File: src/interrupt_context_arbiter_defines.svh
`ifndef INTERRUPT_CONTEXT_ARBITER_DEFINES_SVH
`define INTERRUPT_CONTEXT_ARBITER_DEFINES_SVH

// Register byte addresses on the host bus
`define OFS_THRESHOLD      8'h84
`define OFS_CONTEXT        8'h85
`define OFS_BYTE_COUNT     8'h86
`define OFS_CHANNEL        8'h87
`define OFS_TYPE           8'h88
`define OFS_REFRESH        8'h8C

// Field layout of the current interrupt context
`define CTX_TYPE_HI        7
`define CTX_TYPE_LO        6
`define CTX_CODE_HI        5
`define CTX_CODE_LO        3
`define CTX_CHAN_HI        2
`define CTX_CHAN_LO        0

// Type field encodings of the current interrupt context
`define CTX_TYPE_OTHER     2'h0
`define CTX_TYPE_TX        2'h1
`define CTX_TYPE_RX_OK     2'h2
`define CTX_TYPE_RX_ERR    2'h3

// Code field for other-type interrupts
`define OTH_CODE_NONE      3'h0
`define OTH_CODE_COS       3'h1
`define OTH_CODE_ADDR      3'h2
`define OTH_CODE_XON       3'h3
`define OTH_CODE_BRK       3'h5

// Type register field encodings
`define GTYPE_RX_ERR       2'h2
`define GTYPE_RX_OK        2'h3

// Character count at or below which the count code reads zero
`define COUNT_CODE_BASE    5'h09

// Reset values
`define RST_THRESHOLD      7'h00
`define RST_CONTEXT        8'h00
`define RST_BYTE_COUNT     4'h0
`define RST_TYPE           8'h00
`define RST_RDATA          8'h00

`endif

File: src/interrupt_context_arbiter_pkg.sv
`include "interrupt_context_arbiter_defines.svh"

package interrupt_context_arbiter_pkg;

    // Kind of bidding source that is winning arbitration
    typedef enum logic [2:0] {
        SRC_NONE = 3'b000,
        SRC_RX   = 3'b001,
        SRC_TX   = 3'b010,
        SRC_COS  = 3'b011,
        SRC_ADDR = 3'b100,
        SRC_XON  = 3'b101,
        SRC_BRK  = 3'b110
    } src_t;

    // Whole state of the top module
    typedef struct packed {
        logic [6:0] thresh;   // Arbitration threshold
        logic [7:0] ctx;      // Current interrupt context
        logic [3:0] bcount;   // Latched byte count minus one
        logic [7:0] gtype;    // Latched type register image
        logic       ack_d;    // Acknowledge strobe, one cycle late
        logic       irq_n;    // Interrupt request, active low
        logic [7:0] rdata;    // Read data held for the host
    } arb_state_t;

    // Count code: 9 or fewer reads 0, 10..16 read 1..7
    function automatic logic [2:0] count_code(input logic [4:0] cnt);
        logic [4:0] diff;
        diff = 5'h00;
        if (cnt > `COUNT_CODE_BASE)
            diff = cnt - `COUNT_CODE_BASE;
        return diff[2:0];
    endfunction : count_code

    // Code field for an other-type source
    function automatic logic [2:0] other_code(input src_t src);
        logic [2:0] code;
        code = `OTH_CODE_NONE;
        unique case (src)
            SRC_COS:  code = `OTH_CODE_COS;
            SRC_ADDR: code = `OTH_CODE_ADDR;
            SRC_XON:  code = `OTH_CODE_XON;
            SRC_BRK:  code = `OTH_CODE_BRK;
            default:  code = `OTH_CODE_NONE;
        endcase
        return code;
    endfunction : other_code

endpackage : interrupt_context_arbiter_pkg

File: src/bid_max_selector.sv
`timescale 1ns/10ps
`default_nettype none

// Finds the highest arbitration value among all enabled bids
module bid_max_selector
    import interrupt_context_arbiter_pkg::*;
(
    input  wire logic [3:0]   rx_req_i,   // Receiver bid per channel
    input  wire logic [27:0]  rx_val_i,   // Receiver bid values, 7 each
    input  wire logic [3:0]   rx_err_i,   // Receiver has errors
    input  wire logic [19:0]  rx_cnt_i,   // Receiver fill 1..16, 5 each
    input  wire logic [3:0]   tx_req_i,   // Transmitter bid per channel
    input  wire logic [27:0]  tx_val_i,   // Transmitter bid values
    input  wire logic [19:0]  tx_cnt_i,   // Transmitter free count
    input  wire logic [15:0]  oth_req_i,  // Other bids, chan*4+kind
    input  wire logic [111:0] oth_val_i,  // Other bid values, 7 each
    input  wire logic         wdog_i,     // Watchdog pending somewhere
    output logic              win_valid_o,
    output logic [9:0]        win_value_o,
    output src_t              win_src_o,
    output logic              win_err_o,
    output logic [4:0]        win_cnt_o
);

    // Kinds of other bid, in slot order within one channel
    localparam src_t OTH_KIND [4] = '{SRC_COS, SRC_ADDR, SRC_XON, SRC_BRK};

    // Scan every candidate; the channel number in the low bits breaks ties across channels,
    // and within a channel a strict compare keeps the kind scanned first
    always_comb
    begin
        logic [9:0] cand;
        cand        = 10'h000;
        win_valid_o = 1'b0;
        win_value_o = 10'h000;
        win_src_o   = SRC_NONE;
        win_err_o   = 1'b0;
        win_cnt_o   = 5'h00;
        for (int ch = 0; ch < 4; ch++)
        begin
            // Receivers always take part
            cand = {rx_val_i[ch*7 +: 7], 3'(ch)};
            if (rx_req_i[ch] && (!win_valid_o || cand > win_value_o))
            begin
                win_valid_o = 1'b1;
                win_value_o = cand;
                win_src_o   = SRC_RX;
                win_err_o   = rx_err_i[ch];
                win_cnt_o   = rx_cnt_i[ch*5 +: 5];
            end
            // Non-receivers are shut out while a watchdog is pending
            cand = {tx_val_i[ch*7 +: 7], 3'(ch)};
            if (!wdog_i && tx_req_i[ch]
                && (!win_valid_o || cand > win_value_o))
            begin
                win_valid_o = 1'b1;
                win_value_o = cand;
                win_src_o   = SRC_TX;
                win_err_o   = 1'b0;
                win_cnt_o   = tx_cnt_i[ch*5 +: 5];
            end
            for (int k = 0; k < 4; k++)
            begin
                cand = {oth_val_i[(ch*4+k)*7 +: 7], 3'(ch)};
                if (!wdog_i && oth_req_i[ch*4+k]
                    && (!win_valid_o || cand > win_value_o))
                begin
                    win_valid_o = 1'b1;
                    win_value_o = cand;
                    win_src_o   = OTH_KIND[k];
                    win_err_o   = 1'b0;
                    win_cnt_o   = 5'h00;
                end
            end
        end
    end

endmodule : bid_max_selector

`default_nettype wire

File: src/interrupt_context_arbiter.sv
`timescale 1ns/10ps
`default_nettype none

`include "interrupt_context_arbiter_defines.svh"

module interrupt_context_arbiter
    import interrupt_context_arbiter_pkg::*;
(
    input  wire logic         CLK_SYS_I,     // 25 MHz system clock
    input  wire logic         RESETN_I,      // Async reset, active low
    // Host register bus
    input  wire logic [7:0]   ADDR_I,        // Byte address
    input  wire logic [7:0]   WDATA_I,       // Write data
    input  wire logic         WR_I,          // Write strobe, one cycle
    input  wire logic         RD_I,          // Read strobe, one cycle
    output logic      [7:0]   RDATA_O,       // Read data, next cycle
    input  wire logic         IRQ_ACK_N_I,   // Acknowledge, active low
    output logic              IRQ_OUT_N_O,   // Interrupt, active low
    output logic      [2:0]   CTX_CHAN_O,    // Steers global FIFOs
    // Bid sources
    input  wire logic [3:0]   RX_REQ_I,
    input  wire logic [27:0]  RX_VAL_I,
    input  wire logic [3:0]   RX_ERR_I,
    input  wire logic [19:0]  RX_CNT_I,
    input  wire logic [3:0]   TX_REQ_I,
    input  wire logic [27:0]  TX_VAL_I,
    input  wire logic [19:0]  TX_CNT_I,
    input  wire logic [15:0]  OTH_REQ_I,
    input  wire logic [111:0] OTH_VAL_I,
    input  wire logic [3:0]   WDOG_PEND_I    // Watchdog per receiver
);

    arb_state_t s_reg;       // Registered state
    arb_state_t s_next;      // Next state

    logic       wdog;        // Any watchdog interrupt pending
    logic       win_valid;   // Some source is bidding
    logic [9:0] win_value;   // Winning arbitration value
    src_t       win_src;     // Kind of winning source
    logic       win_err;     // Winning receiver has errors
    logic [4:0] win_cnt;     // Winning FIFO fill count

    logic       win_above;   // Winner may raise a request
    logic       ack_start;   // First cycle of an acknowledge
    logic       refresh;     // Refresh command written
    logic       update;      // Context register loads this cycle
    logic [7:0] ctx_new;     // Context image of the winner
    logic [7:0] gtype_new;   // Type register image of the winner

    assign wdog = |WDOG_PEND_I;

    // Highest bid across all channels; receivers only while a watchdog is pending
    bid_max_selector u_sel (
        .rx_req_i    (RX_REQ_I),
        .rx_val_i    (RX_VAL_I),
        .rx_err_i    (RX_ERR_I),
        .rx_cnt_i    (RX_CNT_I),
        .tx_req_i    (TX_REQ_I),
        .tx_val_i    (TX_VAL_I),
        .tx_cnt_i    (TX_CNT_I),
        .oth_req_i   (OTH_REQ_I),
        .oth_val_i   (OTH_VAL_I),
        .wdog_i      (wdog),
        .win_valid_o (win_valid),
        .win_value_o (win_value),
        .win_src_o   (win_src),
        .win_err_o   (win_err),
        .win_cnt_o   (win_cnt)
    );

    // Build context and type images from the winner
    always_comb
    begin
        ctx_new   = 8'h00;
        gtype_new = 8'h00;
        // Channel number rides in the low bits of the bid
        ctx_new[`CTX_CHAN_HI:`CTX_CHAN_LO] = win_value[2:0];
        unique case (win_src)
            SRC_RX:
            begin
                // Receiver sets bit 7; bit 6 tells errors
                ctx_new[`CTX_TYPE_HI:`CTX_TYPE_LO] =
                    win_err ? `CTX_TYPE_RX_ERR : `CTX_TYPE_RX_OK;
                ctx_new[`CTX_CODE_HI:`CTX_CODE_LO] =
                    count_code(win_cnt);
                gtype_new[7:6] =
                    win_err ? `GTYPE_RX_ERR : `GTYPE_RX_OK;
            end
            SRC_TX:
            begin
                ctx_new[`CTX_TYPE_HI:`CTX_TYPE_LO] = `CTX_TYPE_TX;
                ctx_new[`CTX_CODE_HI:`CTX_CODE_LO] =
                    count_code(win_cnt);
                gtype_new[5] = 1'b1;
            end
            SRC_COS, SRC_ADDR, SRC_XON, SRC_BRK:
            begin
                // Only the defined other codes can be produced
                ctx_new[`CTX_TYPE_HI:`CTX_TYPE_LO] = `CTX_TYPE_OTHER;
                ctx_new[`CTX_CODE_HI:`CTX_CODE_LO] = other_code(win_src);
                gtype_new[2:0] = other_code(win_src);
            end
            default:
            begin
                // No bidder: whole image stays zero
                ctx_new = 8'h00;
            end
        endcase
    end

    // Threshold compare, acknowledge edge and refresh decode
    always_comb
    begin
        // Unsigned compare on the upper seven bits
        // A pending watchdog bypasses the threshold
        win_above = win_valid
                    && (wdog || (win_value[9:3] > s_reg.thresh));
        // Strobe falling edge marks the start of the cycle
        ack_start = s_reg.ack_d && !IRQ_ACK_N_I;
        // Any write to the refresh address, data ignored
        refresh   = WR_I && (ADDR_I == `OFS_REFRESH);
        // Nothing else moves the context
        update    = ack_start || refresh;
    end

    // Next-state logic for the whole block
    always_comb
    begin
        s_next       = s_reg;
        s_next.ack_d = IRQ_ACK_N_I;
        // Recomputed every cycle, so it drops as soon as no bid beats the threshold,
        // or no receiver bids while a watchdog is pending
        s_next.irq_n = !win_above;

        // Context load on acknowledge or refresh
        if (update)
        begin
            if (win_above)
            begin
                s_next.ctx    = ctx_new;
                // Fill count minus one; meaningless for other kinds
                s_next.bcount = 4'(win_cnt - 5'h01);
                s_next.gtype  = gtype_new;
            end
            else
            begin
                // Unless win_above is set, the context reads all zeros
                s_next.ctx    = 8'h00;
                s_next.bcount = 4'h0;
                s_next.gtype  = 8'h00;
            end
        end

        // Threshold write; bit 7 is not stored
        if (WR_I && (ADDR_I == `OFS_THRESHOLD))
        begin
            s_next.thresh = WDATA_I[6:0];
        end

        // Read mux; data held until the next read
        if (RD_I)
        begin
            unique case (ADDR_I)
                `OFS_THRESHOLD:  s_next.rdata = {1'b0, s_reg.thresh};
                `OFS_CONTEXT:    s_next.rdata = s_reg.ctx;
                // Global registers follow the latched context
                `OFS_BYTE_COUNT: s_next.rdata = {4'h0, s_reg.bcount};
                `OFS_CHANNEL:
                    s_next.rdata = {5'h00,
                                    s_reg.ctx[`CTX_CHAN_HI:`CTX_CHAN_LO]};
                `OFS_TYPE:       s_next.rdata = s_reg.gtype;
                // Unmapped addresses read zero
                default:         s_next.rdata = 8'h00;
            endcase
        end
    end

    // State register; the reset loads constants only
    always_ff @(posedge CLK_SYS_I or negedge RESETN_I)
    begin
        if (!RESETN_I)
        begin
            s_reg <= '{thresh: `RST_THRESHOLD,
                       ctx:    `RST_CONTEXT,
                       bcount: `RST_BYTE_COUNT,
                       gtype:  `RST_TYPE,
                       ack_d:  1'b1,
                       irq_n:  1'b1,
                       rdata:  `RST_RDATA};
        end
        else
        begin
            s_reg <= s_next;
        end
    end

    // Outputs straight from the state flops
    assign RDATA_O     = s_reg.rdata;
    assign IRQ_OUT_N_O = s_reg.irq_n;
    // Latched channel steers the global FIFO ports outside
    assign CTX_CHAN_O  = s_reg.ctx[`CTX_CHAN_HI:`CTX_CHAN_LO];

endmodule : interrupt_context_arbiter

`default_nettype wire

File: config.mk
export PLATFORM = sky130hd
export DESIGN_NAME = interrupt_context_arbiter
export DESIGN_NICKNAME = d
export VERILOG_FILES = /design/src/interrupt_context_arbiter_pkg.sv /design/src/bid_max_selector.sv /design/src/interrupt_context_arbiter.sv
export VERILOG_INCLUDE_DIRS = /design/src
export SDC_FILE = /design/constraint.sdc
export NUM_CORES = 1
export LEC_CHECK = 0
export BUFFER_PORTS_ARGS = -buffer_cell sky130_fd_sc_hd__buf_4
export CORE_MARGIN = 8
export CORE_UTILIZATION = 60
export DETAILED_ROUTE_END_ITERATION = 10
export PLACE_DENSITY = 0.92
export SYNTH_ARGS = -nofsm -noshare
export SYNTH_HDL_FRONTEND = slang
export SYNTH_SLANG_ARGS = --single-unit
File: constraint.sdc
create_clock -name CLK_SYS_I -period 5.25 [get_ports CLK_SYS_I]
set_input_delay 0.2625 -clock CLK_SYS_I [delete_from_list [all_inputs] [get_ports CLK_SYS_I]]
set_output_delay 0.2625 -clock CLK_SYS_I [all_outputs]
set_load 0.03 [all_outputs]
==> impl_metrics.json, run 1 <==
{
  "outcome": "did not finish",
  "lastStage": "4_1_cts",
  "error_line": "[ERROR DPL-0038] Utilization greater than 100%, impossible to legalize",
  "yosys_warnings": 0,
  "io_pins": 273,
  "cts_buffers": 5,
  "yosysSeqAreaShare_pct": 7.79,
  "ys_ff_latch": 34,
  "root_buffer": "clkbuf_16",
  "die_w_um": 151,
  "hold_buffers": 1,
  "synthCells": 1545,
  "cts_sinks": 34,
  "syn_area_um2": 11000,
  "synth.distinct_cells": 115,
  "start_util_pct": 61.0,
  "synth.area.mux_share_pct": 8.11,
  "yosys.area_share.simple_pct": 23.7,
  "synthAdderAreaFrac_pct": 14.8,
  "htree_levels": 2,
  "rows": 49,
  "cts_resized": 234,
  "numPortBuffers": 270,
  "ys.flop_type": "dfrtp_1",
  "chipHeight_um": 151,
  "syn_area_per_cell_um2": 7.09,
  "synth_compound_area_share_pct": 35.0,
  "synth_nets": 1933,
  "cts_setup_buffers": 91,
  "synth_edf_count": 0,
  "ys_async_sr_fraction_pct": 100,
  "place.gp.congestion": 1.07,
  "synth_xor_area_share_pct": 3.12,
  "cts.path.max_buffers": 2,
  "hpwlAfterDp_mm": 54.3,
  "synth_top_family_by_area": "compound AO/OA/AOI/OAI gates"
}
==> Yosys cell counts, types with 8 or more instances <==
cell type | number | area [µm²]
a211oi_1 | 24 | 180
nor2_1 | 144 | 541
o21ai_0 | 88 | 440
o221ai_1 | 8 | 70.1
a221oi_1 | 8 | 70.1
a21o_1 | 26 | 195
or3_1 | 16 | 100
mux2_2 | 29 | 327
o21ai_1 | 9 | 45.0
buf_2 | 14 | 70.1
nor3_1 | 32 | 160
ha_1 | 127 | 1590
buf_4 | 18 | 135
clkbuf_1 | 28 | 105
o22ai_1 | 13 | 81.3
o21a_1 | 29 | 218
nand2_1 | 167 | 627
a31oi_1 | 17 | 106
o211ai_1 | 22 | 165
inv_1 | 122 | 458
o31ai_1 | 10 | 75.1
nand2b_1 | 19 | 119
xnor2_1 | 27 | 236
nor2b_1 | 16 | 100
and2_1 | 20 | 125
mux2i_1 | 43 | 430
dfrtp_1 | 32 | 801
a21oi_1 | 125 | 626
nand3_1 | 41 | 205
and3_1 | 12 | 75.1
nand4_1 | 17 | 106
a211o_1 | 10 | 87.6
xor2_1 | 12 | 105
or2_2 | 10 | 62.6
o211a_1 | 8 | 80.1
a2111oi_0 | 9 | 78.8
==> per-stage QoR <==
step / setup slack (ps) / instance area [µm²] / setup TNS (ps) / utilization, % / instances
global placement: -34030 / 17400 / -608750 / 96.6 / 2495
detailed placement: -38950 / 17400 / -696750 / 96.6 / 2495
floorplan: -35570 / 11700 / -635180 / - / 1545
==> kinds of logic after synthesis <==
logic type      Yosys count
simple gates            538
compound gates          532
buf+inv                 190
fa+ha+maj               130
mux                      81
xor+xnor                 39
flops                    34
other cells               1
==> inputs of run 2 (changes only) <==
CORE_UTILIZATION = 40   (was 60)
PLACE_DENSITY = default   (was 0.92)
PLACE_DENSITY_LB_ADDON = 0.15   (was default)
==> run 2 against run 1 <==
- the flow now finishes, with violations (setup timing)
- synthesized cell count is the same
- synthesized area stayed put
==> impl_metrics.json, run 2 <==
{
  "outcome": "finished, violations left",
  "violations": "setup timing",
  "core_um2": 27000,
  "timing.reg2reg.setup_slack_ps": 2520,
  "cp-start-kind": "primary input",
  "fill_cells": 2073,
  "antenna_cells": 0,
  "yosys_warnings": 0,
  "mostFrequentLayoutCells": "919 x buf_4, 145 x nand2_1, 117 x nor2_1",
  "cts_sinks": 34,
  "slew_viol_final": 0,
  "fin_cells": 2777,
  "cp_top_family": "compound AO/OA/AOI/OAI gates",
  "p_leak_uw": 0.00976,
  "drive_gt1_share_pct": 54.5,
  "io_pins": 273,
  "worstReg2RegEnd": "s_reg[25]$_DFFE_PN0P_",
  "worst_ep_arrival_time_ps": 40260,
  "detail_route.wl_per_cell_um": 19.2,
  "ant_nets": 0,
  "rows": 60,
  "total_power_uw": 5690,
  "root_buffer": "clkbuf_16",
  "synth_top_cell_by_area": "ha_1",
  "htree_levels": 2,
  "seqCellArea_um2": 853,
  "synth.distinct_cells": 115,
  "start_util_pct": 40.6,
  "hpwlAfterDp_mm": 42.2,
  "cp-end-kind": "flop",
  "ys.flop_type": "dfrtp_1",
  "grt-ovfl-total": 0,
  "utilization_pct": 75.9,
  "synthCells": 1545,
  "synth_nets": 1933,
  "critical_path_class": "primary input to flop",
  "ys_async_sr_fraction_pct": 100,
  "hold_viol": 0,
  "cts.path.max_buffers": 2,
  "die_w_um": 181,
  "fmax_mhz": 25.0,
  "worst-path-stages": 235,
  "nets": 2823,
  "worst_path_max_delay_cell": "or4_4",
  "fin_crit_sh_pct": 763,
  "vias_per_cell": 5.68,
  "largest_reg_flops": 23,
  "synth_common_cells": "167 x nand2_1, 144 x nor2_1, 127 x ha_1, 125 x a21oi_1, 122 x inv_1",
  "placed_cells_incl_taps": 2648,
  "drtIter0Drc": 1165,
  "area_growth_pct": 86.9,
  "rsz0062_at_grt": "yes",
  "syn_area_per_cell_um2": 7.09,
  "grt_pass1_wl_mm": 81.7,
  "worstReg2RegStart": "s_reg[31]$_DFFE_PN0P_",
  "grt_pass1_vias": 16100,
  "setup_slack_ps": -34810,
  "skew_ps": 2.90,
  "numPortBuffers": 270,
  "setup.worst_path.start": "RX_VAL_I[5]",
  "path_buf_inv": 26,
  "cts_buffers": 5,
  "antenna_found_initial": 0,
  "multi_input_area_um2": 11300,
  "max_cap_violations": 0,
  "vias": 15800,
  "worstMarginPinSlew_ps": 1110,
  "reg2regPathDepth": 15,
  "clk_pin_slew_ps": 50,
  "dieArea_um2": 32900,
  "place.gp.congestion": 0.984,
  "cp.required_ps": 5450,
  "yosysSeqAreaShare_pct": 7.79,
  "yosysMostFrequentCell": "nand2_1",
  "routed_wirelength_mm": 53.3,
  "power_per_cell_area_nw_per_um2": 278,
  "insertion_delay_ps": 280,
  "peakVddDrop_mv": 0.154,
  "ys_ff_latch": 34,
  "path_max_fanout": 8,
  "grtUsageTotal_pct": 29.9,
  "drc": 0,
  "chipHeight_um": 181,
  "hp-class": "primary input to flop",
  "max_slew_margin_pct": 25.5,
  "fin_crit_ps": 40060,
  "synthDominantCellAreaShare_pct": 14.5,
  "max_stage_delay_ps": 520,
  "synthTopCellsByArea": "ha_1 15%, dfrtp_1 7.3%, nand2_1 5.7%, a21oi_1 5.7%, nor2_1 4.9%",
  "syn_area_um2": 11000,
  "crit_end": "s_reg[25]$_DFFE_PN0P_",
  "synth_edf_count": 0,
  "dr.pass1.iters": 5,
  "setup_viol": 18,
  "crit_top_cell": "ha_4",
  "cts_tree": "built",
  "grt_max_degree": 35,
  "final_common_cell": "buf_4"
}
run 2: worst reg2reg max path, stage by stage (launching register included):
cell	delay (ps)
dfrtp_1	380
inv_1	70
ha_1	290
nor2b_4	130
o21ai_1	60
nand2b_1	70
a21oi_1	60
nor2b_1	110
o21ai_1	60
nand2b_1	80
a21oi_2	60
a41oi_2	170
o22ai_2	150
or2_4	280
or4_4	520
o211ai_1	160
run 2: routing by layer:
| metal | GRT usage [%] | wire [µm] |
|---|---|---|
| met1 | 37.1 | 22600 |
| met2 | 51.4 | 25200 |
| met3 | 3.91 | 3090 |
| met4 | 12.9 | 2420 |
| met5 | 0 | 0 |
run 2: worst min-delay path by stage:
stage,from,end,cells after the start
2_1_floorplan,RESETN_I,CTX_CHAN_O[0]$_DFFE_PN0P_,0
3_3_place_gp,RESETN_I,s_reg[30]$_DFFE_PN0P_,1
3_5_place_dp,RESETN_I,RDATA_O[5]$_DFFE_PN0P_,1
4_1_cts,IRQ_ACK_N_I,s_reg[9]$_DFF_PN1_,1
5_1_grt,IRQ_ACK_N_I,s_reg[9]$_DFF_PN1_,1
6_report,IRQ_ACK_N_I,s_reg[9]$_DFF_PN1_,1
run 2: final cells by class:
class	count	share of cell area, %
clock buffer	6	0.679
clock inverter	2	0.293
inverter	122	2.29
multi-input combinational	1323	55.0
sequential	34	4.17
tap	341	2.08
timing repair buffer	949	35.5
run 2: cells by family (layout without fill, tap and decap cells):
family / count (synthesis) / in the layout / share of synthesized area, %
flops: 34 / 34 / 7.79
buf+inv: 190 / 1079 / 7.44
xor+xnor: 39 / 39 / 3.12
simple gates: 538 / 538 / 23.7
compound gates: 532 / 534 / 35.0
other cells: 1 / 1 / 0.0342
fa+ha+maj: 130 / 130 / 14.8
mux: 81 / 81 / 8.11
run 2: per-stage QoR:
step	worst slack [ps]	instance area [µm²]	TNS (ps)	hold slack, ps
final	-34810	20500	-623730	103
after global routing	-37070	20500	-663950	94.1
after CTS	-33600	19600	-601830	100
after detailed placement	-36090	17800	-645140	231
after global placement	-34800	17800	-622520	224
after floorplan	-35570	11700	-635180	-33.1
run 2: where the power goes:
| group | switching, µW | internal [µW] |
|---|---|---|
| Clock | 105 | 285 |
| Combinational | 2320 | 2620 |
| Sequential | 41.7 | 319 |
run 2: timing repair:
item	in CTS	in global routing
hold endpoints to repair	32	0
setup endpoints to repair	18	18
gates resized for setup	187	123
pin swaps	118	104
hold buffers	1	0
cloned	2	0
setup buffers	89	35
No activity file was read; power rests on OpenSTA's default activity.
==> inputs of run 3 (changes only) <==
PLACE_DENSITY = 0.64   (was default)
PLACE_DENSITY_LB_ADDON = default   (was 0.15)
==> run 3 against run 2 <==
- the run still ends with setup timing left
- power is 2.7% lower
- clock skew shrank 1.2 ps
- sequential share of layout area barely moved
- highest routed layer is now met5
- worst hold slack lost 2.8 ps
- register-to-register slack worse by 20 ps
- flip-flop and latch count is the same
- critical path depth up 5
- clock power down 25%
- count of clock-buffer cells in the layout is 1 higher
==> impl_metrics.json, run 3 (synthesis gave the netlist of run 2 again) <==
{
  "cts_buffers": 5,
  "cts_sinks": 34,
  "grt_pass1_vias": 16200,
  "path_max_fanout": 8,
  "worst_path_max_delay_cell": "a222oi_1",
  "dieArea_um2": 32900,
  "setup.worst_path.start": "RX_REQ_I[0]",
  "ant_nets": 0,
  "fmax_mhz": 24.4,
  "drive_gt1_share_pct": 53.2,
  "grt-busiest-layer": "met2",
  "outcome": "finished, violations left",
  "violations": "setup timing",
  "rows": 60,
  "grt-ovfl-total": 0,
  "peakVddDrop_mv": 0.173,
  "groute.layer.met1.usage_pct": 35.2,
  "cp.required_ps": 5420,
  "cp_top_family": "compound AO/OA/AOI/OAI gates",
  "fin_area_um2": 20400,
  "core_um2": 27000,
  "slew_viol_final": 0,
  "chipHeight_um": 181,
  "fin_hold_ws_ps": 99.8,
  "vias_per_cell": 5.74,
  "io_pins": 273,
  "p_leak_uw": 0.00989,
  "grtUsageTotal_pct": 29.7,
  "grt_max_degree": 35,
  "hp-start": "IRQ_ACK_N_I",
  "dr.pass1.iters": 5,
  "worst_ep_arrival_time_ps": 41230,
  "setup_slack_ps": -35810,
  "use_met2_pct": 52.7,
  "hold_viol": 0,
  "numPortBuffers": 270,
  "hpwlAfterDp_mm": 41.7,
  "htree_levels": 2,
  "max_cap_violations": 0,
  "nets": 2866,
  "largest_reg_flops": 23,
  "path_buf_inv": 37,
  "antenna_found_initial": 2,
  "routed_wirelength_mm": 53.7,
  "max_slew_margin_pct": 23.6,
  "worstMarginPinSlew_ps": 1140,
  "fin_crit_ps": 41060,
  "insertion_delay_ps": 280,
  "cts_tree": "built",
  "cp-end-kind": "flop",
  "met3_usage_pct": 4.83,
  "cp-start-kind": "primary input",
  "rsz0062_at_grt": "yes",
  "hp-class": "primary input to flop",
  "root_buffer": "clkbuf_16",
  "skew_ps": 1.70,
  "drc": 0,
  "detail_route.wl_per_cell_um": 19.0,
  "place.gp.congestion": 0.981,
  "power_per_cell_area_nw_per_um2": 271,
  "mostFrequentLayoutCells": "975 x buf_4, 150 x nand2_1, 126 x nor2_1",
  "die_w_um": 181,
  "fill_cells": 1953,
  "crit_top_cell": "buf_4",
  "clk_pin_slew_ps": 50,
  "worstReg2RegStart": "s_reg[31]$_DFFE_PN0P_",
  "area_growth_pct": 86.3,
  "postPlaceCellArea_um2": 17800,
  "cts.path.max_buffers": 2,
  "max_stage_delay_ps": 480,
  "critical_path_class": "primary input to flop",
  "vias": 16200,
  "drtIter0Drc": 1242,
  "start_util_pct": 40.6,
  "grt_pass1_wl_mm": 81.4,
  "final_common_cell": "buf_4",
  "setup_viol": 18,
  "fin_crit_sh_pct": 782
}
==> run 3: cell types whose count changed in the layout (fill, tap and decap cells not counted), moves of 8 or more <==
cell    delta
nor2_2     -8
ha_4      -12
nor2_1     +9
ha_1      +11
inv_2      -8
buf_6     -10
inv_1      +8
buf_4     +56
==> run 3: report_power, final <==
part	internal (µW)	switching [µW]
Sequential	319	45.7
Combinational	2590	2280
Clock	188	105
Total	3100	2430
==> run 3: final cells by class <==
type,count,area (µm²),share of cell area (%)
inverter,122,468,2.29
antenna,1,2.50,0.0123
timing repair buffer,994,7560,37.0
tap,341,427,2.09
clock inverter,1,5.00,0.0245
multi-input combinational,1321,10900,53.6
clock buffer,7,143,0.699
sequential,34,853,4.18
==> run 3: per-stage QoR <==
step / setup TNS (ps) / setup WS [ps] / instances / power, µW / util, %
after CTS: -605530 / -33860 / 2787 / 5140 / 72.8
after global placement: -625540 / -34960 / 2654 / 4350 / 66.1
final: -640920 / -35810 / 2821 / 5530 / 75.7
after detailed placement: -646810 / -36140 / 2654 / 4420 / 66.1
after floorplan: -635180 / -35570 / 1545 / 2580 / -
after global routing: -674060 / -37680 / 2821 / 5920 / 75.7
==> run 3: path summary, 6_finish.rpt <==
path | slack (ps) | to | depth (start not counted)
worst max-delay path | -35810 | s_reg[27]$_DFFE_PN0P_ | 240
worst min-delay path | 100 | s_reg[9]$_DFF_PN1_ | 1
worst max register to register | 2500 | s_reg[26]$_DFFE_PN0P_ | 15
worst min register to register | 470 | s_reg[17]$_DFFE_PN0P_ | 2
max in group asynchronous | 4450 | IRQ_OUT_N_O$_DFF_PN1_ | 2
min in group asynchronous | 460 | RDATA_O[1]$_DFFE_PN0P_ | 2
==> run 3: metal layers <==
layer / part of all wire [%] / wire (µm)
met2: 48 / 26000
met5: 0.024 / 13
met3: 7.0 / 3760
met1: 40 / 21600
met4: 4.3 / 2330
==> run 3: repair_timing <==
| item | CTS | global route |
|---|---|---|
| pin swaps | 104 | 105 |
| hold buffers | 1 | 0 |
| endpoints found under the setup margin | 18 | 18 |
| endpoints found under the hold margin | 32 | 0 |
| resized for setup | 146 | 97 |
| buffers inserted | 125 | 34 |
| cloned | 1 | 0 |
